File: src/dpss_pkg.sv
// Shared constants and types for the digital potentiometer serial slave
package dpss_pkg;
  localparam int           POS_W        = 10;
  localparam int           TAPS         = 1024;
  localparam int           NUM_SAVED    = 4;
  localparam int           SEL_W        = 2;
  localparam logic [3:0]   DEV_ID       = 4'hA;  // Arbitrary device type value
  localparam int           ID_MSB       = 7;
  localparam int           ID_LSB       = 4;
  localparam int           ADDR_HI_BIT  = 2;
  localparam int           ADDR_LO_BIT  = 1;
  localparam int           RW_BIT       = 0;
  localparam int           OP_MSB       = 7;
  localparam int           OP_LSB       = 5;
  localparam int           SEL_MSB      = 3;
  localparam int           SEL_LSB      = 2;
  localparam logic [2:0]   OP_ST_WIPER  = 3'h2;  // Wiper to saved register
  localparam logic [2:0]   OP_LD_WIPER  = 3'h3;  // Saved register to wiper
  localparam logic [2:0]   OP_RD_WIPER  = 3'h4;
  localparam logic [2:0]   OP_WR_WIPER  = 3'h5;
  localparam logic [2:0]   OP_RD_SAVED  = 3'h6;
  localparam logic [2:0]   OP_WR_SAVED  = 3'h7;
  localparam logic [1:0]   IDX_ADDR     = 2'h0;
  localparam logic [1:0]   IDX_INSTR    = 2'h1;
  localparam logic [1:0]   IDX_DLO      = 2'h2;
  localparam logic [1:0]   IDX_DHI      = 2'h3;
  localparam logic [3:0]   BYTE_BITS    = 4'h8;
  localparam logic [9:0]   SAVED_RST    = 10'h200;
  localparam logic [9:0]   WIPER_RST    = 10'h000;
  localparam int           NV_WRITE_MS  = 5;
  localparam int           CLK_KHZ      = 250000;
  localparam int           NV_WRITE_CYC = NV_WRITE_MS * CLK_KHZ;
  localparam int           BUSY_W       = 21;

  typedef enum logic [2:0] {ST_IDLE, ST_RX, ST_ACK, ST_TX, ST_MACK} dpss_state_t;

  typedef struct packed {
    logic [2:0] op;
    logic [1:0] sel;
  } dpss_instr_t;
endpackage : dpss_pkg

File: src/dpss_slave.sv
// Two-wire slave and register logic of a single digital potentiometer
`timescale 1ns/10ps
module dpss_slave
  import dpss_pkg::*;
#(
  parameter int NV_WRITE_CYCLES = NV_WRITE_CYC
) (
  input  wire logic              i_mclk,
  input  wire logic              i_rstn,
  input  wire logic              i_scl,
  input  wire logic              i_sda_i,
  output logic                   o_sda_o,
  output logic                   o_sda_oe,
  input  wire logic              i_addr_strap_hi,
  input  wire logic              i_addr_strap_lo,
  input  wire logic              i_wp_n,
  output logic [POS_W-1:0]       o_wiper_pos,
  output logic [TAPS-1:0]        o_tap_sel,
  output logic                   o_busy
);

  localparam logic [TAPS-1:0]   TAP_ONE  = {{(TAPS-1){1'b0}}, 1'b1};
  localparam logic [BUSY_W-1:0] BUSY_TOP = BUSY_W'(NV_WRITE_CYCLES - 1);

  logic [4:0]                   sync1_r;
  logic [4:0]                   sync2_r;
  logic                         scl_d_r;
  logic                         sda_d_r;
  logic                         scl_s;
  logic                         sda_s;
  logic                         strap_hi_s;
  logic                         strap_lo_s;
  logic                         wp_n_s;
  logic                         scl_rise;
  logic                         scl_fall;
  logic                         start_ev;
  logic                         stop_ev;
  dpss_state_t                  st_r;
  dpss_state_t                  st_after_r;
  logic [3:0]                   cnt_r;
  logic [1:0]                   idx_r;
  logic [7:0]                   sh_r;
  logic [7:0]                   tx_r;
  logic                         tx_hi_r;
  logic                         mack_r;
  logic                         rw_r;
  logic [7:0]                   lo_r;
  logic                         oe_r;
  dpss_instr_t                  instr_r;
  dpss_instr_t                  instr_in;
  logic [NUM_SAVED-1:0][POS_W-1:0] saved_r;
  logic [POS_W-1:0]             wiper_r;
  logic [TAPS-1:0]              tap_r;
  logic                         init_r;
  logic                         nv_pend_r;
  logic [POS_W-1:0]             nv_data_r;
  logic                         busy_r;
  logic [BUSY_W-1:0]            busy_cnt_r;
  logic                         byte_done;
  logic                         addr_match;
  logic                         instr_ok;
  logic                         is_read;
  logic                         wr_wiper_ev;
  logic                         ld_wiper_ev;
  logic [POS_W-1:0]             rd_val;
  logic [7:0]                   first_tx;

  // Pins cross into the clock domain through two flops; the link clock is synchronised along with them
  always_ff @(posedge i_mclk or negedge i_rstn) begin
    if (!i_rstn) begin
      sync1_r <= 5'h1F;
      sync2_r <= 5'h1F;
    end else begin
      sync1_r <= {i_wp_n, i_addr_strap_lo, i_addr_strap_hi, i_sda_i, i_scl};
      sync2_r <= sync1_r;
    end
  end

  assign scl_s      = sync2_r[0];
  assign sda_s      = sync2_r[1];
  assign strap_hi_s = sync2_r[2];
  assign strap_lo_s = sync2_r[3];
  assign wp_n_s     = sync2_r[4];

  // Edge history taken from the settled stage only
  always_ff @(posedge i_mclk or negedge i_rstn) begin
    if (!i_rstn) begin
      scl_d_r <= 1'b1;
      sda_d_r <= 1'b1;
    end else begin
      scl_d_r <= scl_s;
      sda_d_r <= sda_s;
    end
  end

  assign scl_rise = scl_s & ~scl_d_r;
  assign scl_fall = ~scl_s & scl_d_r;
  assign start_ev = scl_s & scl_d_r & sda_d_r & ~sda_s;
  assign stop_ev  = scl_s & scl_d_r & ~sda_d_r & sda_s;

  // Byte decode
  assign byte_done    = scl_fall & (st_r == ST_RX) & (cnt_r == BYTE_BITS);
  // One driver for the whole decoded instruction
  assign instr_in     = '{op: sh_r[OP_MSB:OP_LSB], sel: sh_r[SEL_MSB:SEL_LSB]};
  assign addr_match   = (sh_r[ID_MSB:ID_LSB] == DEV_ID) && (sh_r[ADDR_HI_BIT] == strap_hi_s) &&
                        (sh_r[ADDR_LO_BIT] == strap_lo_s) && !busy_r;
  assign is_read      = (instr_in.op == OP_RD_WIPER) || (instr_in.op == OP_RD_SAVED);
  assign instr_ok     = is_read ? rw_r :
                        (!rw_r && (instr_in.op >= OP_ST_WIPER));
  assign wr_wiper_ev  = byte_done && (idx_r == IDX_DHI) && (instr_r.op == OP_WR_WIPER);
  assign ld_wiper_ev  = byte_done && (idx_r == IDX_INSTR) && instr_ok &&
                        (instr_in.op == OP_LD_WIPER);
  assign rd_val       = (instr_r.op == OP_RD_WIPER) ? wiper_r : saved_r[instr_r.sel];
  assign first_tx     = rd_val[7:0];

  // Link protocol: receive, acknowledge, transmit
  always_ff @(posedge i_mclk or negedge i_rstn) begin
    if (!i_rstn) begin
      st_r       <= ST_IDLE;
      st_after_r <= ST_IDLE;
      cnt_r      <= 4'h0;
      idx_r      <= IDX_ADDR;
      sh_r       <= 8'h00;
      tx_r       <= 8'h00;
      tx_hi_r    <= 1'b0;
      mack_r     <= 1'b0;
      rw_r       <= 1'b0;
      lo_r       <= 8'h00;
      oe_r       <= 1'b0;
      instr_r    <= '0;
    end else if (start_ev) begin
      st_r  <= ST_RX;
      cnt_r <= 4'h0;
      idx_r <= IDX_ADDR;
      oe_r  <= 1'b0;
    end else if (stop_ev) begin
      st_r <= ST_IDLE;
      oe_r <= 1'b0;
    end else begin
      case (st_r)
        ST_RX: begin
          if (scl_rise) begin
            sh_r  <= {sh_r[6:0], sda_s};
            cnt_r <= cnt_r + 4'h1;
          end else if (byte_done) begin
            st_r <= ST_ACK;
            oe_r <= 1'b1;
            case (idx_r)
              IDX_ADDR: begin
                if (!addr_match) begin
                  st_r <= ST_IDLE;
                  oe_r <= 1'b0;
                end
                rw_r       <= sh_r[RW_BIT];
                st_after_r <= ST_RX;
              end
              IDX_INSTR: begin
                instr_r <= instr_in;
                if (!instr_ok) begin
                  st_r <= ST_IDLE;
                  oe_r <= 1'b0;
                end
                if (is_read) begin
                  st_after_r <= ST_TX;
                end else if (instr_in.op == OP_WR_WIPER || instr_in.op == OP_WR_SAVED) begin
                  st_after_r <= ST_RX;
                end else begin
                  st_after_r <= ST_IDLE;
                end
              end
              IDX_DLO: begin
                lo_r       <= sh_r;
                st_after_r <= ST_RX;
              end
              default: begin
                st_after_r <= ST_IDLE;
              end
            endcase
          end
        end
        ST_ACK: begin
          if (scl_fall) begin
            st_r    <= st_after_r;
            cnt_r   <= 4'h0;
            idx_r   <= idx_r + 2'h1;
            oe_r    <= 1'b0;
            tx_hi_r <= 1'b0;
            if (st_after_r == ST_TX) begin
              tx_r <= first_tx;
              oe_r <= ~first_tx[7];
            end
          end
        end
        ST_TX: begin
          if (scl_rise) begin
            cnt_r <= cnt_r + 4'h1;
          end else if (scl_fall) begin
            if (cnt_r == BYTE_BITS) begin
              oe_r <= 1'b0;
              st_r <= ST_MACK;
            end else begin
              tx_r <= {tx_r[6:0], 1'b0};
              oe_r <= ~tx_r[6];
            end
          end
        end
        ST_MACK: begin
          // Master ack keeps reading, low and high bytes alternate
          if (scl_rise) begin
            mack_r <= ~sda_s;
          end else if (scl_fall) begin
            st_r    <= mack_r ? ST_TX : ST_IDLE;
            cnt_r   <= 4'h0;
            tx_hi_r <= ~tx_hi_r;
            tx_r    <= tx_hi_r ? first_tx : {6'h00, rd_val[9:8]};
            oe_r    <= mack_r & (tx_hi_r ? ~first_tx[7] : 1'b1);
          end
        end
        default: begin
          st_r <= ST_IDLE;
          oe_r <= 1'b0;
        end
      endcase
    end
  end

  assign o_sda_o  = 1'b0;
  assign o_sda_oe = oe_r;

  // Wiper register; recall happens one cycle after reset release
  // ten-bit wiper
  always_ff @(posedge i_mclk or negedge i_rstn) begin
    if (!i_rstn) begin
      init_r  <= 1'b1;
      wiper_r <= WIPER_RST;
    end else if (init_r) begin
      init_r  <= 1'b0;
      wiper_r <= saved_r[0];
    end else if (wr_wiper_ev) begin
      wiper_r <= {sh_r[1:0], lo_r};
    end else if (ld_wiper_ev) begin
      wiper_r <= saved_r[instr_in.sel];
    end
  end

  always_ff @(posedge i_mclk or negedge i_rstn) begin
    if (!i_rstn) begin
      tap_r <= TAP_ONE;
    end else begin
      tap_r <= TAP_ONE << wiper_r;
    end
  end

  assign o_wiper_pos = wiper_r;
  assign o_tap_sel   = tap_r;

  // Saved-register update waits for stop; flops stand in for the nonvolatile cells
  always_ff @(posedge i_mclk or negedge i_rstn) begin
    if (!i_rstn) begin
      nv_pend_r <= 1'b0;
      nv_data_r <= 10'h000;
      saved_r   <= {NUM_SAVED{SAVED_RST}};
    end else if (start_ev) begin
      nv_pend_r <= 1'b0;
    end else if (stop_ev) begin
      nv_pend_r <= 1'b0;
      if (nv_pend_r && wp_n_s) begin
        saved_r[instr_r.sel] <= nv_data_r;
      end
    end else if (byte_done && (idx_r == IDX_DHI) && (instr_r.op == OP_WR_SAVED)) begin
      nv_pend_r <= 1'b1;
      nv_data_r <= {sh_r[1:0], lo_r};
    end else if (byte_done && (idx_r == IDX_INSTR) && instr_ok &&
                 (instr_in.op == OP_ST_WIPER)) begin
      nv_pend_r <= 1'b1;
      nv_data_r <= wiper_r;
    end
  end

  // Internal write cycle; a blocked write starts no busy time so the link stays ready
  always_ff @(posedge i_mclk or negedge i_rstn) begin
    if (!i_rstn) begin
      busy_r     <= 1'b0;
      busy_cnt_r <= '0;
    end else if (stop_ev && nv_pend_r && wp_n_s) begin
      busy_r     <= 1'b1;
      busy_cnt_r <= '0;
    end else if (busy_r) begin
      busy_cnt_r <= busy_cnt_r + BUSY_W'(1);
      if (busy_cnt_r == BUSY_TOP) begin
        busy_r <= 1'b0;
      end
    end
  end

  assign o_busy = busy_r;
endmodule : dpss_slave

File: config.mk
export PLATFORM = sky130hd
export DESIGN_NAME = dpss_slave
export DESIGN_NICKNAME = d
export VERILOG_FILES = /design/src/dpss_pkg.sv /design/src/dpss_slave.sv
export SDC_FILE = /design/constraint.sdc
export NUM_CORES = 2
export LEC_CHECK = 0
export BUFFER_PORTS_ARGS = -buffer_cell sky130_fd_sc_hd__buf_2
export CAP_MARGIN = 15
export CORE_AREA = 2 2 407 409
export DETAILED_ROUTE_END_ITERATION = 8
export DIE_AREA = 0 0 409 411
export PLACE_DENSITY = 0.41
export SYNTH_ARGS = -nofsm -noshare
export SYNTH_HDL_FRONTEND = slang
export SYNTH_SLANG_ARGS = --single-unit
File: constraint.sdc
create_clock -name i_mclk -period 1.8 [get_ports i_mclk]
set_input_delay 0.36 -clock i_mclk [delete_from_list [all_inputs] [get_ports i_mclk]]
set_output_delay 0.36 -clock i_mclk [all_outputs]
set_load 0.03 [all_outputs]
==> impl_metrics.toml <==
[run_status]
outcome = "finished with violations"
failing_checks = "setup timing"

[grt]
number_of_antenna_violations_at_the_first_check_in_global_routing = 3
grt_max_degree = 84
grt-ovfl-total = 0
global_route.usage.total_pct = 20.0
grt_first_pass_wirelength_um = 236000
grt_pass1_vias = 28300

[cells_and_area]
final_layout_size_suffix_gt1_share_pct = 42.0
num_antenna_cells = 0
final_cell_mix = "dfrtp_1, nor2_1, buf_2, buf_4, clkbuf_16"
flow.area_growth_from_synthesis_pct = 45.4
mostFrequentLayoutCell = "dfrtp_1"
num-nets-final = 4304

[die]
start_util_pct = 23.0
placementRows = 149
floorplan.die_area_um2 = 168000
design.core.area_um2 = 164000
io_pins = 1044
die_width_um = 409
die_y_um = 411

[critical_path]
critical_path.reg2reg.startpoint = "cnt_r[1]$_DFFE_PN0P_"
regToRegSetupSlack_ps = -90
worst_r2r_path_depth = 8
crit_path_class = "flip-flop to flip-flop"
worst-endpoint-required_ps = 2450
start_kind = "flip-flop"
crit_arrival_ps = 2540
critical_path.reg2reg.endpoint = "nv_data_r[7]$_DFFE_PN0P_"
setup.worst_path.end_class = "flip-flop"
cp_max_fo = 11

[detailed_routing]
drtPass1Iterations = 7
via_count = 27200
route.detailed.drc = 0
final_antenna_net_count = 0
via_per_inst = 4.13
drt-wirelength-per-cell_um = 26.1
drt_iter0_markers = 1799
routed_wl_um = 172000

[cts]
cts_inserted_buffers = 134
numClockSinks = 1163
clk_transition_reported_paths_ps = 60
htree_num_levels = 4
ctsRootBufferMaster = "clkbuf_16"
cts_tree = "yes"
clock_path_buffers = 3
clk-insertion-delay-late_ps = 780

[pwr]
post-layout-total-power_mw = 58.0
power-per-cell-area_nw_per_um2 = 1060
power.ir.vdd_worst_mv = 1.12
cellLeakagePower_nw = 28.7

[synthesis]
synth_flop_cell = "dfrtp_1"
asyncSetResetFlopFracSynth_pct = 100
yosysWarningCount = 0
syn_avg_cell_area_um2 = 12.8
number_of_synthesized_register_bits = 1163
syn-instance-count = 2954
post_synth_num_cell_types = 58
post_synth_design_cell_area_um2 = 37700
post_synthesis_sequential_area_ratio_pct = 77.3
synth-edff-count = 0

[placed_design]
post_dp_hpwl_um = 120000
port_buffer_cells = 1042
gp_congestion = 0.824

[sta]
timing.setup.tns_ps = -1560
worst_pin_slew_ps = 512
relative_slew_slack_pct = 65.9
rsz0062_at_grt = "yes"
timing.final.crit_share_pct = 105
final-setup-viol-count = 34
finalWorstSetupSlack_ps = -93.5
hold_violation_count_in_the_final_report = 0
final-max-slew-violation-count = 0
max_freq_ghz = 0.528
clock_skew_ps = 40.0
timing.final.crit_period_ps = 1890

[run]
max_cap_viol_count = 0

[min_path]
worst_hold_path_type = "input pin to asynchronous set/reset pin"
power by group:
group	leakage, nW	switching (mW)	internal, mW
clock	2.24	11.7	16.6
combinational	10.3	2.13	1.05
sequential	16.2	0.138	26.3
Yosys cell counts, types with 3 or more instances:
master | n | area [µm²]
nor2b_1 | 19 | 119
nand2_1 | 129 | 484
nand2b_1 | 14 | 87.6
nor2_1 | 1077 | 4040
buf_1 | 23 | 86.3
a21oi_1 | 25 | 125
o31ai_1 | 16 | 120
dfstp_2 | 18 | 473
nor3_1 | 13 | 65.1
nand3_1 | 35 | 175
inv_1 | 14 | 52.6
ha_1 | 7 | 87.6
clkbuf_1 | 166 | 623
mux2_2 | 66 | 743
xnor2_1 | 13 | 114
nor3b_1 | 5 | 37.5
nand4_1 | 12 | 75.1
o22ai_1 | 3 | 18.8
o21ai_0 | 24 | 120
mux4_2 | 20 | 450
and3_1 | 5 | 31.3
buf_2 | 12 | 60.1
or2_2 | 7 | 43.8
nand3b_1 | 3 | 22.5
xor2_1 | 11 | 96.3
dfrtp_1 | 1145 | 28700
mux2i_1 | 29 | 290
sequential cells by signal, indices dropped and copies added (netlist names), 2 cells and up:
name	flops
sync2_r	5
sync1_r	5
nv_data_r	10
st_r	3
o_wiper_pos	10
saved_r	40
o_tap_sel	1024
lo_r	8
cnt_r	4
tx_r	7
sh_r	8
busy_cnt_r	21
st_after_r	2
instr_r	5
idx_r	2
logic make-up after synthesis:
kind of cell | count (synthesis) | share of synthesized area, %
flip-flops | 1163 | 77.3
XOR/XNOR | 24 | 0.558
buffers and inverters | 218 | 2.25
adder cells (fa/ha/maj) | 7 | 0.233
AO/OA/AOI/OAI | 84 | 1.37
AND/OR/NAND/NOR | 1342 | 14.3
other | 1 | 0.00996
multiplexers | 115 | 3.94
through the flow:
stage                     hold slack [ps]  std cells  cell area (µm²)  utilization [%]  setup WS [ps]
after floorplan                      64.4       2955            37800                -          -59.6
after global placement                321       6283            48700             29.7           -288
after detailed placement              319       6283            48700             29.7           -224
after CTS                             151       6566            54300             33.1           -167
after global routing                  166       6585            54800             33.4           -218
final                                 209       6585            54800             33.4          -93.5
area by class of cell:
cell class              instances  area [µm²]
well taps                    2189        2740
inverters                      14        52.6
flip-flops and latches       1163       29100
multi-input cells            1575        8480
repair buffers               1402        9750
clock buffers                 197        3920
clock inverters                45         707
fillers                     16400      109000
worst max-delay path by stage:
stage,slack (ps),end,start
6_report,-90,nv_data_r[7]$_DFFE_PN0P_,cnt_r[1]$_DFFE_PN0P_
5_1_grt,-220,o_wiper_pos[5]$_DFFE_PN0P_,cnt_r[1]$_DFFE_PN0P_
4_1_cts,-170,o_wiper_pos[6],o_wiper_pos[6]$_DFFE_PN0P_
3_5_place_dp,-220,o_tap_sel[182]$_DFF_PN0_,o_wiper_pos[2]$_DFFE_PN0P_
3_3_place_gp,-290,o_tap_sel[751]$_DFF_PN0_,o_wiper_pos[2]$_DFFE_PN0P_
2_1_floorplan,-60,o_wiper_pos[3]$_DFFE_PN0P_,st_r[0]$_DFFE_PN0P_
routing by layer:
metal / part of all wire [%] / track usage (%)
met3: 6.9 / 5.87
met1: 41 / 24.7
met4: 2.8 / 5.90
met2: 50 / 33.9
met5: 0 / 0
critical path, stage by stage (launching register included):
cell and delay (ps):
dfrtp_1 370, inv_1 60, ha_2 150, nand3b_1 190
buf_4 210, nor4_4 270, buf_12 210, mux2i_1 210
o21ai_1 70
repair_timing:
action,CTS,global route
endpoints found under the hold margin,518,0
pin swaps,14,24
endpoints found under the setup margin,307,390
hold buffers,6,0
cloned,3,0
gates resized for setup,198,87
setup buffers,34,22
(Power assumes the default switching activity.)
